File: config.mk
export PLATFORM = sky130hd
export DESIGN_NAME = sgi_ingress_rules
export DESIGN_NICKNAME = d
export VERILOG_FILES = /design/src/hdl/sgi_ingress_rules.v
export VERILOG_INCLUDE_DIRS = /design/src /design/src/hdl
export SDC_FILE = /design/constraint.sdc
export NUM_CORES = 1
export LEC_CHECK = 0
export ABC_AREA = 1
export ABC_CLOCK_PERIOD_IN_PS = 3800
export BUFFER_PORTS_ARGS = -buffer_cell sky130_fd_sc_hd__buf_2
export CORE_MARGIN = 3
export CORE_UTILIZATION = 54
export CTS_CLUSTER_DIAMETER = 40
export DETAILED_ROUTE_END_ITERATION = 10
export PLACE_DENSITY = 0.79
export SYNTH_ARGS = -nofsm -noshare
export SYNTH_HDL_FRONTEND = slang
export SYNTH_SLANG_ARGS = --single-unit
File: constraint.sdc
create_clock -name i_ref_clk -period 3.8 [get_ports i_ref_clk]
set_input_delay 0.19 -clock i_ref_clk [delete_from_list [all_inputs] [get_ports i_ref_clk]]
set_output_delay 0.19 -clock i_ref_clk [all_outputs]
set_load 0.02 [all_outputs]
File: src/hdl/sgi_map.vh
// Purpose: constants for the global ingress rules register bank
// Assumes: included by bare name from the design file
// Notes:   register indices are kept; byte address is four times the index
`ifndef SGI_MAP_VH
`define SGI_MAP_VH

// register indices
`define SGI_IDX_DS_CMD   14'h1811
`define SGI_IDX_DS_WR    14'h1812
`define SGI_IDX_DS_RD    14'h1813
`define SGI_IDX_DS_STS   14'h1814
`define SGI_IDX_CFG      14'h1840

// byte addresses on the bus
`define SGI_A_DS_CMD     ({`SGI_IDX_DS_CMD, 2'b00})
`define SGI_A_DS_WR      ({`SGI_IDX_DS_WR, 2'b00})
`define SGI_A_DS_RD      ({`SGI_IDX_DS_RD, 2'b00})
`define SGI_A_DS_STS     ({`SGI_IDX_DS_STS, 2'b00})
`define SGI_A_CFG        ({`SGI_IDX_CFG, 2'b00})

// global ingress configuration fields
`define SGI_CFG_W        18
`define SGI_CFG_RST      18'h00006
`define SGI_B_NH_OTHER   17
`define SGI_B_HBH_ANY    16
`define SGI_B_VID_DIS    15
`define SGI_B_USE_TAG    14
`define SGI_B_MON_ECHO   13
`define SGI_F_MON_HI     12
`define SGI_F_MON_LO     10
`define SGI_B_USE_IP     9
`define SGI_B_MLD_EN     8
`define SGI_B_IGMP_EN    7
`define SGI_B_CNT_TEST   6
`define SGI_B_DA_HI      5
`define SGI_B_FLT_MC     4
`define SGI_B_DROP_UNK   3
`define SGI_B_USE_PREC   2
`define SGI_B_VL_HI      1
`define SGI_B_VLAN_EN    0

// table command fields
`define SGI_B_DS_RNW     7
`define SGI_F_DS_IDX_HI  5
`define SGI_F_DS_IDX_LO  0
`define SGI_B_DS_PEND    0

// counter value loaded on read while counter test is on
`define SGI_CNT_TEST_VAL 32'h7ffffffc
`define SGI_CNT_ZERO     32'h00000000

// count loaded by a table command; pending stays up one cycle longer, four cycles in all
`define SGI_DS_OP_CYC    2'd3

// protocol codes
`define SGI_PROTO_IGMP   8'h02
`define SGI_NH_HBH       8'h00
`define SGI_NH_ICMP6     8'h3a
`define SGI_NH_ROUTE     8'h2b
`define SGI_NH_FRAG      8'h2c
`define SGI_NH_ESP       8'h32
`define SGI_NH_AH        8'h33
`define SGI_NH_DEST      8'h3c

`endif

File: src/hdl/sgi_ingress_rules.v
// Purpose: global ingress rule registers, table command engine and
//          per-packet classification driven by them
// Assumes: packet inputs come from logic on i_ref_clk; AHB-Lite slave
// Notes:   result appears one cycle after i_pkt_valid
`timescale 1ns/10ps
`default_nettype none
`include "sgi_map.vh"

module sgi_ingress_rules (
   input  wire        i_ref_clk,
   input  wire        i_rst,
   input  wire        i_hsel,
   input  wire [15:0] i_haddr,
   input  wire [1:0]  i_htrans,
   input  wire        i_hwrite,
   input  wire [2:0]  i_hsize,
   input  wire [31:0] i_hwdata,
   input  wire        i_hready,
   output wire [31:0] o_hrdata,
   output wire        o_hreadyout,
   output wire        o_hresp,
   input  wire        i_pkt_valid,
   input  wire [1:0]  i_src_port,
   input  wire [11:0] i_port_vid,
   input  wire [2:0]  i_port_pri,
   input  wire        i_tagged,
   input  wire [11:0] i_tag_vid,
   input  wire [2:0]  i_tag_pri,
   input  wire        i_ipv4,
   input  wire        i_ipv6,
   input  wire [7:0]  i_tos,
   input  wire [7:0]  i_ip_proto,
   input  wire [7:0]  i_hbh_nh,
   input  wire        i_mld_icmp,
   input  wire        i_da_mcast,
   input  wire        i_da_bcast,
   input  wire        i_lut_hit,
   input  wire        i_lut_pri_en,
   input  wire [2:0]  i_lut_pri,
   input  wire [2:0]  i_fwd_mask,
   output wire        o_res_valid,
   output wire [11:0] o_res_vid,
   output wire        o_res_vlan_en,
   output wire [2:0]  o_res_pri,
   output wire [2:0]  o_res_mask,
   output wire        o_res_drop,
   output wire        o_res_snoop,
   output wire        o_cnt_test,
   output wire [31:0] o_cnt_rd_val
);

   // command engine states
   localparam [0:0] ST_IDLE = 1'b0;
   localparam [0:0] ST_BUSY = 1'b1;

   // bus state
   reg                  wr_q;
   reg  [15:0]          wa_q;
   reg                  rd_q;
   reg  [15:0]          ra_q;
   reg                  hready_q;
   reg  [31:0]          hrdata_q;

   // software visible state and the command cycle count
   reg  [`SGI_CFG_W-1:0] cfg_q;
   reg                  ds_rnw_q;
   reg  [5:0]           ds_idx_q;
   reg  [2:0]           ds_wr_q;
   reg  [2:0]           ds_rd_q;
   reg                  st_q;
   reg  [1:0]           cnt_q;

   // table storage, never reset
   // an entry never written gives an unknown priority; fill all 64 first
   reg  [2:0]           ds_tbl [0:63];

   // result registers
   reg                  rv_q;
   reg  [11:0]          vid_q;
   reg                  ven_q;
   reg  [2:0]           pri_q;
   reg  [2:0]           mask_q;
   reg                  drop_q;
   reg                  snp_q;
   reg  [31:0]          crv_q;

   wire                 acc;
   wire                 cmd_wr;
   wire                 done;
   reg  [31:0]          rmux;

   // a transfer is taken when selected, non-idle and the bus is ready
   // a second request cannot arrive while a read is waiting: hready is low
   assign acc = i_hsel & i_htrans[1] & i_hready;

   // bus slave: writes land in their data phase, reads add one wait
   // state so a read right after a write sees the written value
   always @(posedge i_ref_clk) begin
      if (i_rst) begin
         wr_q     <= 1'b0;
         wa_q     <= 16'h0000;
         rd_q     <= 1'b0;
         ra_q     <= 16'h0000;
         hready_q <= 1'b1;
         hrdata_q <= 32'h00000000;
      end else begin
         wr_q <= 1'b0;
         if (rd_q) begin
            rd_q     <= 1'b0;
            hready_q <= 1'b1;
            hrdata_q <= rmux;
         end else if (acc) begin
            wr_q     <= i_hwrite;
            wa_q     <= i_haddr;
            rd_q     <= ~i_hwrite;
            ra_q     <= i_haddr;
            hready_q <= i_hwrite;
         end
      end
   end

   // read mux; unmapped and reserved bits read as zero
   // decoded from the registered address so the wait state hides the mux
   always @* begin
      rmux = 32'h00000000;
      case (ra_q)
         `SGI_A_CFG: begin
            rmux[`SGI_CFG_W-1:0] = cfg_q;
         end
         `SGI_A_DS_CMD: begin
            rmux[`SGI_B_DS_RNW] = ds_rnw_q;
            rmux[`SGI_F_DS_IDX_HI:`SGI_F_DS_IDX_LO] = ds_idx_q;
         end
         `SGI_A_DS_WR: begin
            rmux[2:0] = ds_wr_q;
         end
         `SGI_A_DS_RD: begin
            rmux[2:0] = ds_rd_q;
         end
         `SGI_A_DS_STS: begin
            rmux[`SGI_B_DS_PEND] = st_q;
         end
         default: begin
            rmux = 32'h00000000;
         end
      endcase
   end

   // command write starts an access unless one is already running
   assign cmd_wr = wr_q & (wa_q == `SGI_A_DS_CMD) & (st_q == ST_IDLE);
   assign done   = (st_q == ST_BUSY) & (cnt_q == 2'd0);

   // configuration and table staging registers
   always @(posedge i_ref_clk) begin
      if (i_rst) begin
         cfg_q    <= `SGI_CFG_RST;
         ds_rnw_q <= 1'b0;
         ds_idx_q <= 6'h00;
         ds_wr_q  <= 3'h0;
      end else if (wr_q) begin
         if (wa_q == `SGI_A_CFG) begin
            cfg_q <= i_hwdata[`SGI_CFG_W-1:0];
         end
         if (wa_q == `SGI_A_DS_WR) begin
            ds_wr_q <= i_hwdata[2:0];
         end
         if (cmd_wr) begin
            ds_rnw_q <= i_hwdata[`SGI_B_DS_RNW];
            ds_idx_q <= i_hwdata[`SGI_F_DS_IDX_HI:`SGI_F_DS_IDX_LO];
         end
      end
   end

   // command engine: pending stays up for a fixed number of cycles and
   // drops by itself; status is read-only so software cannot clear it
   // a command written while busy is dropped, so software polls first
   always @(posedge i_ref_clk) begin
      if (i_rst) begin
         st_q  <= ST_IDLE;
         cnt_q <= 2'd0;
      end else begin
         case (st_q)
            ST_IDLE: begin
               if (cmd_wr) begin
                  st_q  <= ST_BUSY;
                  cnt_q <= `SGI_DS_OP_CYC;
               end
            end
            ST_BUSY: begin
               if (done) begin
                  st_q <= ST_IDLE;
               end else begin
                  cnt_q <= cnt_q - 2'd1;
               end
            end
            default: begin
               st_q <= ST_IDLE;
            end
         endcase
      end
   end

   // table access at the end of the command; write data is taken then
   always @(posedge i_ref_clk) begin
      if (done & ~ds_rnw_q) begin
         ds_tbl[ds_idx_q] <= ds_wr_q;
      end
   end

   // read result register
   always @(posedge i_ref_clk) begin
      if (i_rst) begin
         ds_rd_q <= 3'h0;
      end else if (done & ds_rnw_q) begin
         ds_rd_q <= ds_tbl[ds_idx_q];
      end
   end

   // ---- packet classification ----
   wire [2:0] src_oh;
   wire [2:0] mon_map;
   wire       ext_nh;
   wire       ext_hbh;
   wire       nh_ok;
   wire       is_mld;
   wire       is_igmp;
   wire       snoop;
   wire       has_ip;
   wire       tag_ok;
   wire       ip_ok;
   wire [2:0] ip_pri;
   wire       unk_uc;
   wire       unk_mc;
   reg  [2:0] pri_d;

   assign src_oh  = 3'b001 << i_src_port;
   assign mon_map = cfg_q[`SGI_F_MON_HI:`SGI_F_MON_LO];

   // other extension headers count only with bit 17
   assign ext_nh  = cfg_q[`SGI_B_NH_OTHER] &
                    ((i_ip_proto == `SGI_NH_ROUTE) | (i_ip_proto == `SGI_NH_FRAG) |
                     (i_ip_proto == `SGI_NH_ESP) | (i_ip_proto == `SGI_NH_AH) |
                     (i_ip_proto == `SGI_NH_DEST));
   assign ext_hbh = cfg_q[`SGI_B_NH_OTHER] &
                    ((i_hbh_nh == `SGI_NH_ROUTE) | (i_hbh_nh == `SGI_NH_FRAG) |
                     (i_hbh_nh == `SGI_NH_ESP) | (i_hbh_nh == `SGI_NH_AH) |
                     (i_hbh_nh == `SGI_NH_DEST));

   // hop-by-hop next header is don't-care with bit 16
   assign nh_ok = (i_ip_proto == `SGI_NH_ICMP6) | ext_nh |
                  ((i_ip_proto == `SGI_NH_HBH) &
                   (cfg_q[`SGI_B_HBH_ANY] | (i_hbh_nh == `SGI_NH_ICMP6) |
                    ext_hbh));

   assign is_mld  = cfg_q[`SGI_B_MLD_EN] & i_ipv6 & i_mld_icmp & nh_ok;
   assign is_igmp = cfg_q[`SGI_B_IGMP_EN] & i_ipv4 &
                    (i_ip_proto == `SGI_PROTO_IGMP);
   assign snoop   = is_mld | is_igmp;

   // priority candidates
   assign has_ip = i_ipv4 | i_ipv6;
   assign tag_ok = cfg_q[`SGI_B_USE_TAG] & i_tagged;
   assign ip_ok  = cfg_q[`SGI_B_USE_IP] & has_ip;
   // IPv4 picks precedence or table; IPv6 uses the class precedence bits
   assign ip_pri = (i_ipv4 & ~cfg_q[`SGI_B_USE_PREC]) ?
                   ds_tbl[i_tos[7:2]] : i_tos[7:5];

   // priority selection: address table first, then tag/IP, else port
   // bit 1 only breaks the tie when tag and IP are both usable
   always @* begin
      pri_d = i_port_pri;
      if (cfg_q[`SGI_B_DA_HI] & i_lut_hit & i_lut_pri_en) begin
         pri_d = i_lut_pri;
      end else if (tag_ok & ip_ok) begin
         pri_d = cfg_q[`SGI_B_VL_HI] ? i_tag_pri : ip_pri;
      end else if (tag_ok) begin
         pri_d = i_tag_pri;
      end else if (ip_ok) begin
         pri_d = ip_pri;
      end
   end

   // filtering of unknown destinations; broadcast is exempt
   assign unk_uc = cfg_q[`SGI_B_DROP_UNK] & ~i_da_mcast & ~i_lut_hit;
   assign unk_mc = cfg_q[`SGI_B_FLT_MC] & i_da_mcast & ~i_da_bcast &
                   ~i_lut_hit;

   // result register; snooped packets are never dropped by the filters
   // only valid is a pulse; the other results hold until the next packet
   always @(posedge i_ref_clk) begin
      if (i_rst) begin
         rv_q   <= 1'b0;
         vid_q  <= 12'h000;
         ven_q  <= 1'b0;
         pri_q  <= 3'h0;
         mask_q <= 3'h0;
         drop_q <= 1'b0;
         snp_q  <= 1'b0;
      end else begin
         rv_q <= i_pkt_valid;
         if (i_pkt_valid) begin
            // VID for rule checks only; the egress tag is not touched
            vid_q <= (cfg_q[`SGI_B_VID_DIS] | ~i_tagged) ?
                     i_port_vid : i_tag_vid;
            ven_q <= cfg_q[`SGI_B_VLAN_EN];
            pri_q <= pri_d;
            snp_q <= snoop;
            if (snoop) begin
               mask_q <= cfg_q[`SGI_B_MON_ECHO] ? mon_map :
                         (mon_map & ~src_oh);
               drop_q <= 1'b0;
            end else begin
               mask_q <= i_fwd_mask & ~src_oh;
               drop_q <= unk_uc | unk_mc;
            end
         end
      end
   end

   // counter test: tell the counters what a read leaves behind
   // one cycle behind a config write; the counters live outside this block
   always @(posedge i_ref_clk) begin
      if (i_rst) begin
         crv_q <= `SGI_CNT_ZERO;
      end else begin
         crv_q <= cfg_q[`SGI_B_CNT_TEST] ? `SGI_CNT_TEST_VAL :
                  `SGI_CNT_ZERO;
      end
   end

   // outputs straight from flops
   // hresp is tied to OKAY: no transfer here can fail or need a retry
   assign o_hrdata      = hrdata_q;
   assign o_hreadyout   = hready_q;
   assign o_hresp       = 1'b0;     // always OKAY
   assign o_res_valid   = rv_q;
   assign o_res_vid     = vid_q;
   assign o_res_vlan_en = ven_q;
   assign o_res_pri     = pri_q;
   assign o_res_mask    = mask_q;
   assign o_res_drop    = drop_q;
   assign o_res_snoop   = snp_q;
   assign o_cnt_test    = cfg_q[`SGI_B_CNT_TEST];
   assign o_cnt_rd_val  = crv_q;

   // hsize is unused: only whole-word transfers are supported
   // a narrower write still updates the whole register
   wire unused_ok = &{1'b0, i_hsize};

endmodule // sgi_ingress_rules

`default_nettype wire

==> reports/metrics.cfg <==
[outcome]
run_status=complete, no violations

[route]
viasPerCell=5.979
drcViolationCount=0
postRouteAntennaNets=0
drt_iter0_drc=1925
dr.pass1.iters=9
vias=13286
wl_microns=45200
detail_route.wl_per_cell_microns=20.34

[synth]
avgSynthCellArea_sq_um=8.458
yosysUniqueCellTypes=42
synth_enable_flop_cells=192
synth_mux_area_share_pct=0
synth-main-ff-cell=edfxtp_1
synth-seq-cells=286
syn-cell-area_sq_mm=0.01407
synth.top_cell.area_share_pct=40.96
yosysTopAreaCell=edfxtp_1
synth-async-reset-ratio_pct=0
synth-simple-area-share_pct=23.33
synth_top_family_by_area=simple AND/OR/NAND/NOR gates
synthAdderAreaFrac_pct=0.08890
synth_area_leaders=edfxtp_1 (41%), dfxtp_1 (13%), nand2_1 (11%)
synth_compound_area_share_pct=12.05
synth_xor_xnor_area_share_pct=0
synth_cells=1664
yosysWarnings=0
seq_area_frac_synth_pct=54.33

[timing]
tightest_slew_ns=1.165
setup_ws_ns=1.013
post-route-period-util_pct=73.34
slew_violations=0
hold_ws_ns=0.01252
relSlewSlack_pct=22.26
timing.fmax_mhz=358.8
hold_viol=0
finalSetupViolCount=0
rsz0062_at_grt=no
timing.setup.tns_ns=0
period_minus_slack_ns=2.787
skew_ns=0.02500

[worst_setup_path]
cp-end-kind=register
cp.arrival_ns=3.16
r2r_cells=7
crit_path_start_kind=register
r2r_end=cfg_q[6]$_SDFFE_PP0P_
cp_max_fo=32
critPathRequiredTime_ns=4.18
reg2reg_setup_slack_ns=1.01
critical_path_class=reg2reg
r2r-start=ra_q[10]$_SDFFE_PP0P_

[clock_tree]
htreeDepth=2
cts_tree=done
insertion_delay_ns=0.54
cts-root-buf=clkbuf_16
cts_resized=0
ctsHoldBuffers=64
clkTransAtPathRegs_ns=0.06
cts_setup_buffers=0
clockBufferDepth=3
clkSinkCount=286
numCtsBuffers=39

[floorplanning]
core_sq_mm=0.02540
die_y_microns=167.4
io_pins=218
rows=58
die_area_sq_mm=0.02804
start_util_pct=55.41
die_w_microns=167.4

[layout]
layout-drive-gt1-share_pct=15.12
area_growth_pct=19.06
final_core_util_pct=65.98
finalNetCount=1991
antenna_cells=0

[placed_design]
dpl.hpwl_microns=27730
post-place-ws_ns=1.144
port_buffers=179
gp_congestion=0.9433

[global_route]
grt_overflow=0
antenna_found_initial=0
grt_pass1_vias=12992
grt_util_all_layers_pct=31.19
grt_pass1_wl_microns=69600
grt_max_degree=67

[power_and_ir_drop]
p_int_mw=5.449
irDropWorstVdd_mv=0.3499
p_leak_nw=7.147
pwr-share-comb_pct=6.5
p_sw_mw=1.785
p_clk_share_pct=47.6
power.density_mw_per_mm2=431.7
p_sw_share_pct=24.67
p_seq_share_pct=45.9

[worst_hold_path]
hold_depth=4
hp-start=i_lut_hit
worstHoldPathType=in2reg
holdPathEnd=o_res_drop$_SDFFE_PP0P_

[run]
cap_violations=0

## Yosys cell counts, types with 3 or more instances
cell,instances
a21oi_1,60
a22oi_1,21
a31oi_1,13
buf_1,5
buf_2,18
buf_4,51
buf_6,4
clkbuf_1,38
dfxtp_1,94
edfxtp_1,192
inv_1,185
inv_2,10
nand2_1,411
nand3_1,155
nand3_2,3
nand3_4,4
nand4_1,15
nor2_1,157
nor3_1,13
nor4_1,3
o2111ai_1,8
o211ai_1,26
o21ai_0,114
o21ai_1,3
o221ai_1,5
o22ai_1,29
or2_1,3
or2_2,3
## critical path: stages (launching register included)
cell     delay [ns]
dfxtp_1        0.30
or2_1          0.27
nor4_1         0.34
nand2_1        0.29
inv_2          0.20
nand2_1        0.56
o21ai_0        0.55
a21oi_1        0.11
## final cells by class
| type | instances | area [sq um] |
|---|---|---|
| sequential | 286 | 7651 |
| fill | 1937 | 8642 |
| clock buffer | 46 | 1012 |
| timing repair buffer | 255 | 1642 |
| tap | 330 | 412.9 |
| clock inverter | 26 | 227.7 |
| inverter | 199 | 752.0 |
| multi-input combinational | 1080 | 5060 |
## stage by stage
stage	cell area (sq um)	power, mW	std cells
after CTS	16760	7.207	2222
final	16760	7.234	2222
after floorplan	14140	3.645	1681
after detailed placement	14880	3.777	2086
after global placement	14880	3.768	2086
after global routing	16760	7.400	2222
## how the worst max path moves through the flow
| stage | from | end | slack, ns | cells past startpoint |
|---|---|---|---|---|
| 6_report | ra_q[10]$_SDFFE_PP0P_ | cfg_q[6]$_SDFFE_PP0P_ | 1.01 | 7 |
| 5_1_grt | ra_q[15]$_SDFFE_PP0P_ | cfg_q[6]$_SDFFE_PP0P_ | 0.87 | 8 |
| 4_1_cts | ds_idx_q[0]$_SDFFE_PP0P_ | ds_tbl[54][2]$_DFFE_PP_ | 1.14 | 5 |
| 3_5_place_dp | i_tos[2] | o_res_pri[1]$_SDFFE_PP0P_ | 1.14 | 15 |
| 3_3_place_gp | i_tos[2] | o_res_pri[1]$_SDFFE_PP0P_ | 1.22 | 15 |
| 2_1_floorplan | ds_idx_q[0]$_SDFFE_PP0P_ | ds_tbl[14][0]$_DFFE_PP_ | 2.09 | 7 |
## cell usage in the layout, fill, tap and decap left out, drive strengths merged, types with 20 or more instances in the layout
cell / n
a21oi: 60
a22oi: 23
buf: 191
clkbuf: 46
clkinv: 20
dfxtp: 94
dlygate4sd3: 64
edfxtp: 192
inv: 202
nand2: 411
nand3: 162
nor2: 157
o211ai: 26
o21ai: 117
o22ai: 29
## layer usage
layer / GRT usage (%) / part of all wire (%) / up-vias
li1: - / - / 5944
met1: 38.37 / 35 / 6141
met2: 51.57 / 48 / 969
met3: 7.200 / 12 / 232
met4: 16.19 / 5.5 / 0
met5: 0 / 0 / -
## registers in the layout (all words and copies together) (netlist names), 3 cells and up
| register | cells |
|---|---|
| cfg_q | 18 |
| ds_idx_q | 6 |
| ds_rd_q | 3 |
| ds_tbl | 192 |
| ds_wr_q | 3 |
| o_hrdata | 18 |
| o_res_mask | 3 |
| o_res_pri | 3 |
| o_res_vid | 12 |
| ra_q | 16 |
## cells by family after synthesis
kind of cell    Yosys count
compound gates          288
fa+ha+maj                 1
buf+inv                 315
flops                   286
other cells               1
simple gates            773
## power groups by stage
stage	sequential, mW	combinational, mW	clock (mW)
final	3.32	0.473	3.44
after global routing	3.32	0.511	3.57
after CTS	3.32	0.451	3.44
after detailed placement	3.38	0.392	0
after global placement	3.38	0.385	0
after floorplan	3.40	0.242	0
No activity file was read; power rests on OpenSTA's default activity.
